==> config.mk <==
export PLATFORM = sky130hd
export DESIGN_NAME = wit_watch_timer
export DESIGN_NICKNAME = d
export VERILOG_FILES = /design/src/rtl/wit_watch_timer.v
export VERILOG_INCLUDE_DIRS = /design/src /design/src/rtl
export SDC_FILE = /design/constraint.sdc
export NUM_CORES = 1
export LEC_CHECK = 0
export BUFFER_PORTS_ARGS = -buffer_cell sky130_fd_sc_hd__clkbuf_2
export CORE_MARGIN = 2
export CORE_UTILIZATION = 50
export DETAILED_ROUTE_END_ITERATION = 16
export HOLD_SLACK_MARGIN = 0.03
export PLACE_DENSITY = 0.74
export SKIP_LAST_GASP = 1
export SLEW_MARGIN = 0
export SYNTH_ARGS = -nofsm -noshare
export SYNTH_HDL_FRONTEND = slang
export SYNTH_SLANG_ARGS = --single-unit
==> constraint.sdc <==
create_clock -name i_ref_clk -period 2.08 [get_ports i_ref_clk]
set_clock_uncertainty 0.1 [all_clocks]
set_input_delay 0.208 -clock i_ref_clk [delete_from_list [all_inputs] [get_ports i_ref_clk]]
set_output_delay 0.208 -clock i_ref_clk [all_outputs]
set_load 0.005 [all_outputs]
==> src/rtl/wit_defines.vh <==
// Purpose: Constants for the watch interval timer
// Assumes: 8-bit mode register, plain register port
// Notes: Offsets are word indices on the plain port
`ifndef WIT_DEFINES_VH
`define WIT_DEFINES_VH

`define WIT_ADDR_W 16
`define WIT_MODE_OFS 16'hff6f
`define WIT_STAT_OFS 16'hff70
`define WIT_MASK_OFS 16'hff71
`define WIT_MODE_RST 8'h00
`define WIT_MASK_RST 8'h00

`define WIT_BIT_EN 0
`define WIT_BIT_RUN 1
`define WIT_BIT_PER0 2
`define WIT_BIT_PER1 3
`define WIT_BIT_IVL0 4
`define WIT_BIT_IVL2 6
`define WIT_BIT_CLK 7

`define WIT_STAT_WATCH 0
`define WIT_STAT_IVL 1

`define WIT_PRE_W 11
`define WIT_CNT_W 5
`define WIT_MAIN_DIV_W 7
`define WIT_CNT_TAP 8
`define WIT_IVL_BASE 4'h3
`define WIT_TAP_P5 4
`define WIT_TAP_P4 3

`endif

==> src/rtl/wit_watch_timer.v <==
// Purpose: Watch timer with 11-bit prescaler, 5-bit counter, two events
// Assumes: Oscillator ticks are one-cycle enables synchronous to i_ref_clk
// Notes: Watch clock is a tick enable, never a derived clock
`timescale 1ns/1ps
`default_nettype none
`include "wit_defines.vh"

// Operation
// - Clock select: main div 128 or sub
// - 11-bit prescaler feeding one 5-bit counter
// - Interval code n gives 2^(n+4) cycles
// - Period codes: 2^14, 2^13, 2^5, 2^4
// - Run bit starts counter; zero stops, clears
// - Enable zero clears prescaler and counter
// - Watch event needs enable and run
// - Interval event runs whenever enabled
// - Run clear restarts counter, prescaler keeps going
// - Counter starts after one counter tap period (bit 8, 2^9 cycles)
// - Mode resets zero; bit and byte writes
module wit_watch_timer
#(
  parameter PRE_W = `WIT_PRE_W,
  parameter CNT_W = `WIT_CNT_W,
  parameter MAIN_DIV_W = `WIT_MAIN_DIV_W
)
(
  // Clock and reset
  input wire i_ref_clk,
  input wire i_rst,
  // Oscillator tick enables
  input wire i_main_osc_tick,
  input wire i_sub_osc_tick,
  // Register port
  input wire [`WIT_ADDR_W-1:0] i_addr,
  input wire [7:0] i_wdata,
  input wire i_wr,
  input wire i_rd,
  output reg [7:0] o_rdata,
  // Events and interrupt
  output reg o_periodic_watch_irq,
  output reg o_interval_irq,
  output wire o_irq
);

  //--------------------------------------------------------------
  // Local constants
  //--------------------------------------------------------------
  localparam [1:0] PER_LONG = 2'h0;
  localparam [1:0] PER_MID = 2'h1;
  localparam [1:0] PER_SHORT = 2'h2;
  localparam [1:0] PER_TINY = 2'h3;
  localparam N_EVT = 2;

  //--------------------------------------------------------------
  // Registers
  //--------------------------------------------------------------
  reg [7:0] watch_mode_control_q;
  reg [7:0] watch_mode_control_d;
  reg [N_EVT-1:0] stat_q;
  reg [N_EVT-1:0] mask_q;
  reg [N_EVT-1:0] mask_d;
  reg [MAIN_DIV_W-1:0] div_q;
  reg [MAIN_DIV_W-1:0] div_d;
  reg [PRE_W-1:0] pre_q;
  reg [PRE_W-1:0] pre_d;
  reg [CNT_W-1:0] cnt_q;
  reg [CNT_W-1:0] cnt_d;
  reg armed_q;
  reg armed_d;
  reg [7:0] rdata_d;
  reg watch_evt;

  //--------------------------------------------------------------
  // Mode fields
  //--------------------------------------------------------------
  wire timer_enable = watch_mode_control_q[`WIT_BIT_EN];
  wire counter_run = watch_mode_control_q[`WIT_BIT_RUN];
  wire clock_source_sel = watch_mode_control_q[`WIT_BIT_CLK];
  wire [2:0] interval_sel =
    watch_mode_control_q[`WIT_BIT_IVL2:`WIT_BIT_IVL0];
  wire [1:0] period_sel =
    watch_mode_control_q[`WIT_BIT_PER1:`WIT_BIT_PER0];

  //--------------------------------------------------------------
  // Address decode
  //--------------------------------------------------------------
  wire hit_mode = (i_addr == `WIT_MODE_OFS);
  wire hit_stat = (i_addr == `WIT_STAT_OFS);
  wire hit_mask = (i_addr == `WIT_MASK_OFS);
  wire wr_mode = i_wr && hit_mode;
  wire wr_stat = i_wr && hit_stat;
  wire wr_mask = i_wr && hit_mask;

  //--------------------------------------------------------------
  // Watch clock tick
  //--------------------------------------------------------------
  // Main source: one tick per 128 oscillator ticks
  wire div_wrap = i_main_osc_tick && (&div_q);
  wire wtick = clock_source_sel ? i_sub_osc_tick : div_wrap;

  always @*
  begin
    div_d = div_q;
    if (i_main_osc_tick)
      div_d = div_q + 1'h1;
  end

  always @(posedge i_ref_clk)
  begin
    if (i_rst)
      div_q <= {MAIN_DIV_W{1'h0}};
    else
      div_q <= div_d;
  end

  //--------------------------------------------------------------
  // Prescaler taps: bit k falls every 2^(k+1) watch cycles
  //--------------------------------------------------------------
  wire [PRE_W-1:0] pre_nx = pre_q + 1'h1;
  wire [PRE_W-1:0] pre_fall;
  genvar g;
  generate
    for (g = 0; g < PRE_W; g = g + 1)
    begin : g_tap
      assign pre_fall[g] = wtick && timer_enable && pre_q[g] &&
                           !pre_nx[g];
    end
  endgenerate

  //--------------------------------------------------------------
  // Interval event
  //--------------------------------------------------------------
  wire [3:0] ivl_idx = {1'h0, interval_sel} + `WIT_IVL_BASE;
  wire ivl_evt = pre_fall[ivl_idx];

  //--------------------------------------------------------------
  // Short watch periods straight from prescaler taps
  //--------------------------------------------------------------
  wire tap_short = pre_fall[`WIT_TAP_P5] && counter_run;
  wire tap_tiny = pre_fall[`WIT_TAP_P4] && counter_run;

  //--------------------------------------------------------------
  // Counter stepping
  //--------------------------------------------------------------
  // First tap fall after start only arms the counter
  wire cnt_tap = pre_fall[`WIT_CNT_TAP] && counter_run;
  wire cnt_step = cnt_tap && armed_q;
  wire cnt_ovf = cnt_step && (&cnt_q);
  wire [CNT_W-1:0] cnt_nx = cnt_q + 1'h1;
  wire cnt_mid_fall = cnt_step && cnt_q[CNT_W-2] && !cnt_nx[CNT_W-2];

  always @*
  begin
    armed_d = armed_q;
    if (!timer_enable || !counter_run)
      armed_d = 1'h0;
    else if (cnt_tap)
      armed_d = 1'h1;
  end

  always @(posedge i_ref_clk)
  begin
    if (i_rst)
      armed_q <= 1'h0;
    else
      armed_q <= armed_d;
  end

  //--------------------------------------------------------------
  // Watch event
  //--------------------------------------------------------------
  always @*
  begin
    case (period_sel)
      PER_LONG:
      begin
        watch_evt = cnt_ovf;
      end
      PER_MID:
      begin
        watch_evt = cnt_mid_fall;
      end
      PER_SHORT:
      begin
        watch_evt = tap_short;
      end
      PER_TINY:
      begin
        watch_evt = tap_tiny;
      end
      default:
      begin
        watch_evt = 1'h0;
      end
    endcase
  end

  wire watch_fire = watch_evt && timer_enable;

  //--------------------------------------------------------------
  // Chain
  //--------------------------------------------------------------
  always @*
  begin
    pre_d = pre_q;
    cnt_d = cnt_q;
    if (!timer_enable)
    begin
      pre_d = {PRE_W{1'h0}};
      cnt_d = {CNT_W{1'h0}};
    end
    else
    begin
      if (wtick)
        pre_d = pre_nx;
      if (!counter_run)
        cnt_d = {CNT_W{1'h0}};
      else if (cnt_step)
        cnt_d = cnt_nx;
    end
  end

  always @(posedge i_ref_clk)
  begin
    if (i_rst)
    begin
      pre_q <= {PRE_W{1'h0}};
      cnt_q <= {CNT_W{1'h0}};
    end
    else
    begin
      pre_q <= pre_d;
      cnt_q <= cnt_d;
    end
  end

  //--------------------------------------------------------------
  // Mode and mask registers
  //--------------------------------------------------------------
  // A single-bit write arrives as a whole-byte write
  always @*
  begin
    watch_mode_control_d = watch_mode_control_q;
    if (wr_mode)
      watch_mode_control_d = i_wdata;
  end

  always @*
  begin
    mask_d = mask_q;
    if (wr_mask)
      mask_d = i_wdata[N_EVT-1:0];
  end

  always @(posedge i_ref_clk)
  begin
    if (i_rst)
    begin
      watch_mode_control_q <= `WIT_MODE_RST;
      mask_q <= {N_EVT{1'h0}};
    end
    else
    begin
      watch_mode_control_q <= watch_mode_control_d;
      mask_q <= mask_d;
    end
  end

  //--------------------------------------------------------------
  // Sticky status, one bit per event
  //--------------------------------------------------------------
  wire [N_EVT-1:0] evt_vec;
  wire [N_EVT-1:0] clr_vec;
  wire [N_EVT-1:0] stat_d;
  assign evt_vec[`WIT_STAT_WATCH] = watch_fire;
  assign evt_vec[`WIT_STAT_IVL] = ivl_evt;
  assign clr_vec = wr_stat ? i_wdata[N_EVT-1:0] : {N_EVT{1'h0}};

  genvar e;
  generate
    for (e = 0; e < N_EVT; e = e + 1)
    begin : g_stat
      // Set wins over write-one-to-clear
      assign stat_d[e] = evt_vec[e] || (stat_q[e] && !clr_vec[e]);
    end
  endgenerate

  always @(posedge i_ref_clk)
  begin
    if (i_rst)
      stat_q <= {N_EVT{1'h0}};
    else
      stat_q <= stat_d;
  end

  //--------------------------------------------------------------
  // Event pulses and interrupt
  //--------------------------------------------------------------
  always @(posedge i_ref_clk)
  begin
    if (i_rst)
    begin
      o_periodic_watch_irq <= 1'h0;
      o_interval_irq <= 1'h0;
    end
    else
    begin
      o_periodic_watch_irq <= watch_fire;
      o_interval_irq <= ivl_evt;
    end
  end

  assign o_irq = |(stat_q & mask_q);

  //--------------------------------------------------------------
  // Read data
  //--------------------------------------------------------------
  always @*
  begin
    rdata_d = 8'h00;
    if (i_rd)
    begin
      if (hit_mode)
        rdata_d = watch_mode_control_q;
      else if (hit_stat)
        rdata_d = {{(8-N_EVT){1'h0}}, stat_q};
      else if (hit_mask)
        rdata_d = {{(8-N_EVT){1'h0}}, mask_q};
      else
        rdata_d = 8'h00;
    end
  end

  always @(posedge i_ref_clk)
  begin
    if (i_rst)
      o_rdata <= 8'h00;
    else
      o_rdata <= rdata_d;
  end

endmodule // wit_watch_timer
`default_nettype wire

---- After elaboration in Yosys (flattened, before gate mapping) ----
Index checks and enable logic that the tools add are counted.
Widths: inputs -> output; s select.
cells by class
  multiplexer cells ....................... 8
  magnitude comparators ................... 1
  bitwise operators ....................... 4
  eq/ne operators ......................... 6
  reductions and logical operators ........ 64
  add/sub/neg operators ................... 4
operators by type and width
  kind                   count
  $eq 16x16->1 const B   3
  $logic_and 1x1->1      37
  $logic_not 1->1        16
  $add 11x1->11 const B  1
  $mux 8                 1
  $reduce_or 2->1        4
  $add 7x1->7 const B    1
  $reduce_and 7->1       1
  $mux 2                 3
  $add 5x1->5 const B    1
  $lt 4x5->1 const B     1
  $reduce_and 5->1       1
  $add 3x2->4 const B    1
  $bmux 1 s4             1
  $eq 2x2->1 const B     2
  $pmux 1 s4             1
  $logic_or 1x1->1       3
  $not 1->1              3
  $reduce_or 3->1        1
  $and 2x2->2            1
  $eq 2x1->1 const B     1
  $logic_not 2->1        1
  $mux 1                 2
word-level totals
  register bits ........................... 46
  bits of input ports ..................... 30
  output and inout bits ................... 11
  word-level logic and storage cells ...... 97

---- Depth between registers and ports, before layout ----
  word-level depth ........................ 13
  mapped depth ............................ 8
  mapped depth without buffers ............ 8

---- Worst setup path after synthesis ----
Ideal clock, no wire load.
  kind .................................... reg-to-reg
  from .................................... register watch_mode_control_q[4]
  to ...................................... register stat_q[1]
  setup time .............................. 116 ps
  clock period less this slack ............ 1734 ps
  data required time ...................... 1864 ps
  path buffers ............................ 1
  cell stages (with the launch flop) ...... 9
  data arrival time ....................... 1518 ps
  slack ................................... 346 ps
  cells stage by stage .................... dfxtp_1 -> buf_2 -> inv_1 -> ha_1 -> a31oi_1 -> o21ai_0 -> a31oi_1 -> a211oi_1 -> a31o_2
on the way
  word-level cells in the longest chain between the ends .. 4
ends and longest elaborated chain
  what                          line                   RTL
  from (decl)                   wit_watch_timer.v:57   reg [7:0] watch_mode_control_q;
  from (signal assigned)        wit_watch_timer.v:259  watch_mode_control_q <= `WIT_MODE_RST;
  from (signal assigned)        wit_watch_timer.v:264  watch_mode_control_q <= watch_mode_control_d;
  $add 3x2->4 (no source line)  --
  $bmux 1 s4                    wit_watch_timer.v:134  wire ivl_evt = pre_fall[ivl_idx];
  $mux 1 (implied by the code)  wit_watch_timer.v:134
  $logic_or 1x1->1              wit_watch_timer.v:284  assign stat_d[e] = evt_vec[e] || (stat_q[e] && !clr_vec[e]);
  to (signal assigned)          wit_watch_timer.v:291  stat_q <= {N_EVT{1'h0}};
  to (signal assigned)          wit_watch_timer.v:293  stat_q <= stat_d;
  to (decl)                     wit_watch_timer.v:59   reg [N_EVT-1:0] stat_q;
Every way passes these cells. The select of a mux whose other input is x is not followed.
A chain may end at the register's enable or synchronous reset.

---- Final worst setup path ----
  from .................................... register div_q[0]
  to ...................................... register pre_q[6]
on the way
  word-level cells in the longest chain between the ends .. 3
ends and longest elaborated chain
  what                    line                   RTL
  from (decl)             wit_watch_timer.v:62   reg [MAIN_DIV_W-1:0] div_q;
  from (signal assigned)  wit_watch_timer.v:111  div_q <= {MAIN_DIV_W{1'h0}};
  from (signal assigned)  wit_watch_timer.v:113  div_q <= div_d;
  $reduce_and 7->1        wit_watch_timer.v:98   wire div_wrap = i_main_osc_tick && (&div_q);
  $logic_and 1x1->1       wit_watch_timer.v:98
  $mux 1                  wit_watch_timer.v:99   wire wtick = clock_source_sel ? i_sub_osc_tick : div_wrap;
  to (signal assigned)    wit_watch_timer.v:227  pre_q <= {PRE_W{1'h0}};
  to (signal assigned)    wit_watch_timer.v:232  pre_q <= pre_d;
  to (decl)               wit_watch_timer.v:64   reg [PRE_W-1:0] pre_q;
Every way passes these cells.

==> results.cfg <==
[status]
outcome = completed

[layout]
finalNonFillerCells = 349
nNetsFinal = 333
layout_commonest_cell = dfxtp_1
final_cell_mix = 45 x dfxtp_1, 40 x clkbuf_2, 35 x nor2_1
post-route-cell-area_um2 = 2560
drive_gt1_frac = 0.237
synthToLayoutAreaGrowth_pct = 18.9
num_antenna_cells = 0

[placement]
dp.cells = 338
gp_congestion = 0.808
place_ws_ns = 0.111
postPlaceCellArea_um2 = 2430
numPortBuffers = 40
hpwl_um = 3360

[worst_setup_path]
setup.worst_path.class = flop to flop
start_kind = flop
r2r_slack_ns = 0.16
critPathMaxFanout = 11
rr_startpoint = div_q[0]$_SDFFE_PP0P_
crit_arrival_ns = 2.00
worstRegToRegCells = 7
cp.required_ns = 2.16
crit_path_end_kind = flop
r2r-end = pre_q[6]$_SDFFE_PP0N_

[synth]
syn_inst = 245
synth-edff-count = 0
seq_area_frac_synth = 0.428
synth-seq-cells = 46
synth.avg_cell_area_um2 = 8.78
yosys.area.top_type_share = 0.428
ys_types = 46
syn_nets = 280
ys.flop_type = dfxtp_1
synth_warnings = 0
synth_top_cells_by_area = dfxtp_1 43%, xor2_1 6.5%, nor2_1 6.1%, nand2_1 3.8%, nand3_1 3.7%
netlist_area_um2 = 2150
synth-async-reset-ratio = 0
synth.largest_area_cell = dfxtp_1

[sta]
setup_violations = 0
worstMarginPinSlew_ns = 0.430
final.setup.worst_slack_ns = 0.157
max_freq_mhz = 520
slew_headroom = 0.713
period_share = 0.924
fin_setup_tns_ns = 0
rsz0062_at_grt = false
period_minus_slack_ns = 1.92
finalHoldViolations = 0
slew_viol_final = 0

[power_and_ir_drop]
leakagePower_nw = 0.985
power.internal_mw = 1.16
sequentialPowerShare = 0.586
clkPwrFrac = 0.371
power_density_nw_per_um2 = 592
switching_power_uw = 357
finalPower_mw = 1.52
vdd_ir_drop_max_uv = 538
switching_share = 0.235
combPwrFrac = 0.044

[drt]
routedWlPerCell_um = 13.0
first_pass_iters = 4
num_vias = 1878
finalWirelength_um = 4540
viasPerCell = 5.38
ant_nets = 0
drc = 0
drt_iter0_markers = 92

[global_routing]
grt_max_degree = 19
globalRouteOverflowTotal = 0
antenna_found_initial = 0
grt_pass1_vias = 1690
grt_usage = 0.194
grt_pass1_wl_um = 7510

[floorplan]
start_util = 0.530
core_um2 = 4060
fp.dieW_um = 69.6
ios = 41
die_height_um = 69.6
die_area_um2 = 4840
rows = 23

[clock_tree]
cts.path.max_buffers = 2
cts_setup_buffers = 0
cts_buffers = 5
cts_tree = done
clk_pin_slew_worst_paths_ns = 0.09
cts_root_buffer = clkbuf_8
clock_latency_ns = 0.31
numClockSinks = 46
htreeDepth = 2

[hold_path]
min_to = watch_mode_control_q[4]$_SDFFE_PP0P_
holdPathStages = 3
hp-class = input port to flop
worstHoldStart = i_wdata[4]

[run]
drv_cap = 0
==> synth_stat cells (all sizes together), types with 5 or more instances <==
cell type,n
a21oi,14
and3,7
buf,5
dfxtp,46
ha,5
inv,9
mux2i,5
nand2,23
nand3,17
nand4,12
nor2,35
o21ai,7
xor2,16
==> layer usage <==
layer,up-vias,share of wire,global-route usage
met2,64,0.47,0.323
met5,-,0,0
met1,834,0.45,0.245
met4,0,0.014,0.0588
li1,970,-,-
met3,10,0.061,0.0523
==> through the flow <==
stage / util / hold slack, ns
final: 0.631 / 0.0280
after global routing: 0.631 / 0.0399
after CTS: 0.625 / 0.0300
after detailed placement: 0.600 / 0.357
after global placement: 0.600 / 0.350
after floorplan: - / 0.245
==> logic make-up after synthesis <==
kind of cell,share of synthesized area
compound gates,0.113
simple gates,0.275
buf+inv,0.0483
flops,0.428
fa+ha+maj,0.0291
mux,0.0337
xor+xnor,0.0733
==> state kept, by name, summed over array words and instances, names as in the netlist <==
signal,count
o_periodic_watch_irq,1
o_rdata,8
armed_q,1
div_q,7
cnt_q,5
stat_q,2
mask_q,2
o_interval_irq,1
pre_q,11
watch_mode_control_q,8
==> area by class of cell <==
cell class / count / area (µm²)
timing repair buffer: 55 / 320
sequential: 46 / 922
fill: 353 / 1500
inverter: 9 / 33.8
clock buffer: 5 / 68.8
tap: 50 / 62.6
multi-input combinational: 181 / 1130
clock inverter: 3 / 23.8
==> what timing repair did <==
item | CTS | global route
hold buffers | 1 | 2
setup endpoints to repair | 0 | 2
endpoints found under the hold margin | 1 | 2
resized for setup | 0 | 1
==> critical path, cell delays in order, from the launching register on <==
cell and delay [ns]:
dfxtp_1 0.38, ha_1 0.19, nand2_2 0.09, o31ai_4 0.38, buf_4 0.26, nand4_1 0.14, xor2_1 0.19, nor2_1 0.07
==> power by group through the flow <==
stage          clock network (mW)  registers, mW  logic, mW
2_1_floorplan                   0          0.908     0.0268
3_3_place_gp                    0          0.908     0.0615
3_5_place_dp                    0          0.908     0.0621
4_1_cts                     0.572          0.888     0.0638
5_1_grt                     0.615          0.889     0.0759
6_report                    0.562          0.888     0.0663
==> how the worst max path moves through the flow <==
stage / startpoint / end / cells after the start / slack [ns]
after detailed placement: watch_mode_control_q[4]$_SDFFE_PP0P_ / stat_q[1]$_SDFF_PP0_ / 7 / 0.11
after CTS: watch_mode_control_q[4]$_SDFFE_PP0P_ / stat_q[1]$_SDFF_PP0_ / 7 / 0.10
final: div_q[0]$_SDFFE_PP0P_ / pre_q[6]$_SDFFE_PP0N_ / 7 / 0.16
after global placement: watch_mode_control_q[4]$_SDFFE_PP0P_ / stat_q[1]$_SDFF_PP0_ / 7 / 0.14
after global routing: div_q[1]$_SDFFE_PP0P_ / pre_q[6]$_SDFFE_PP0N_ / 7 / 0.04
after floorplan: watch_mode_control_q[4]$_SDFFE_PP0P_ / stat_q[1]$_SDFF_PP0_ / 8 / 0.35
(Power assumes the default switching activity.)
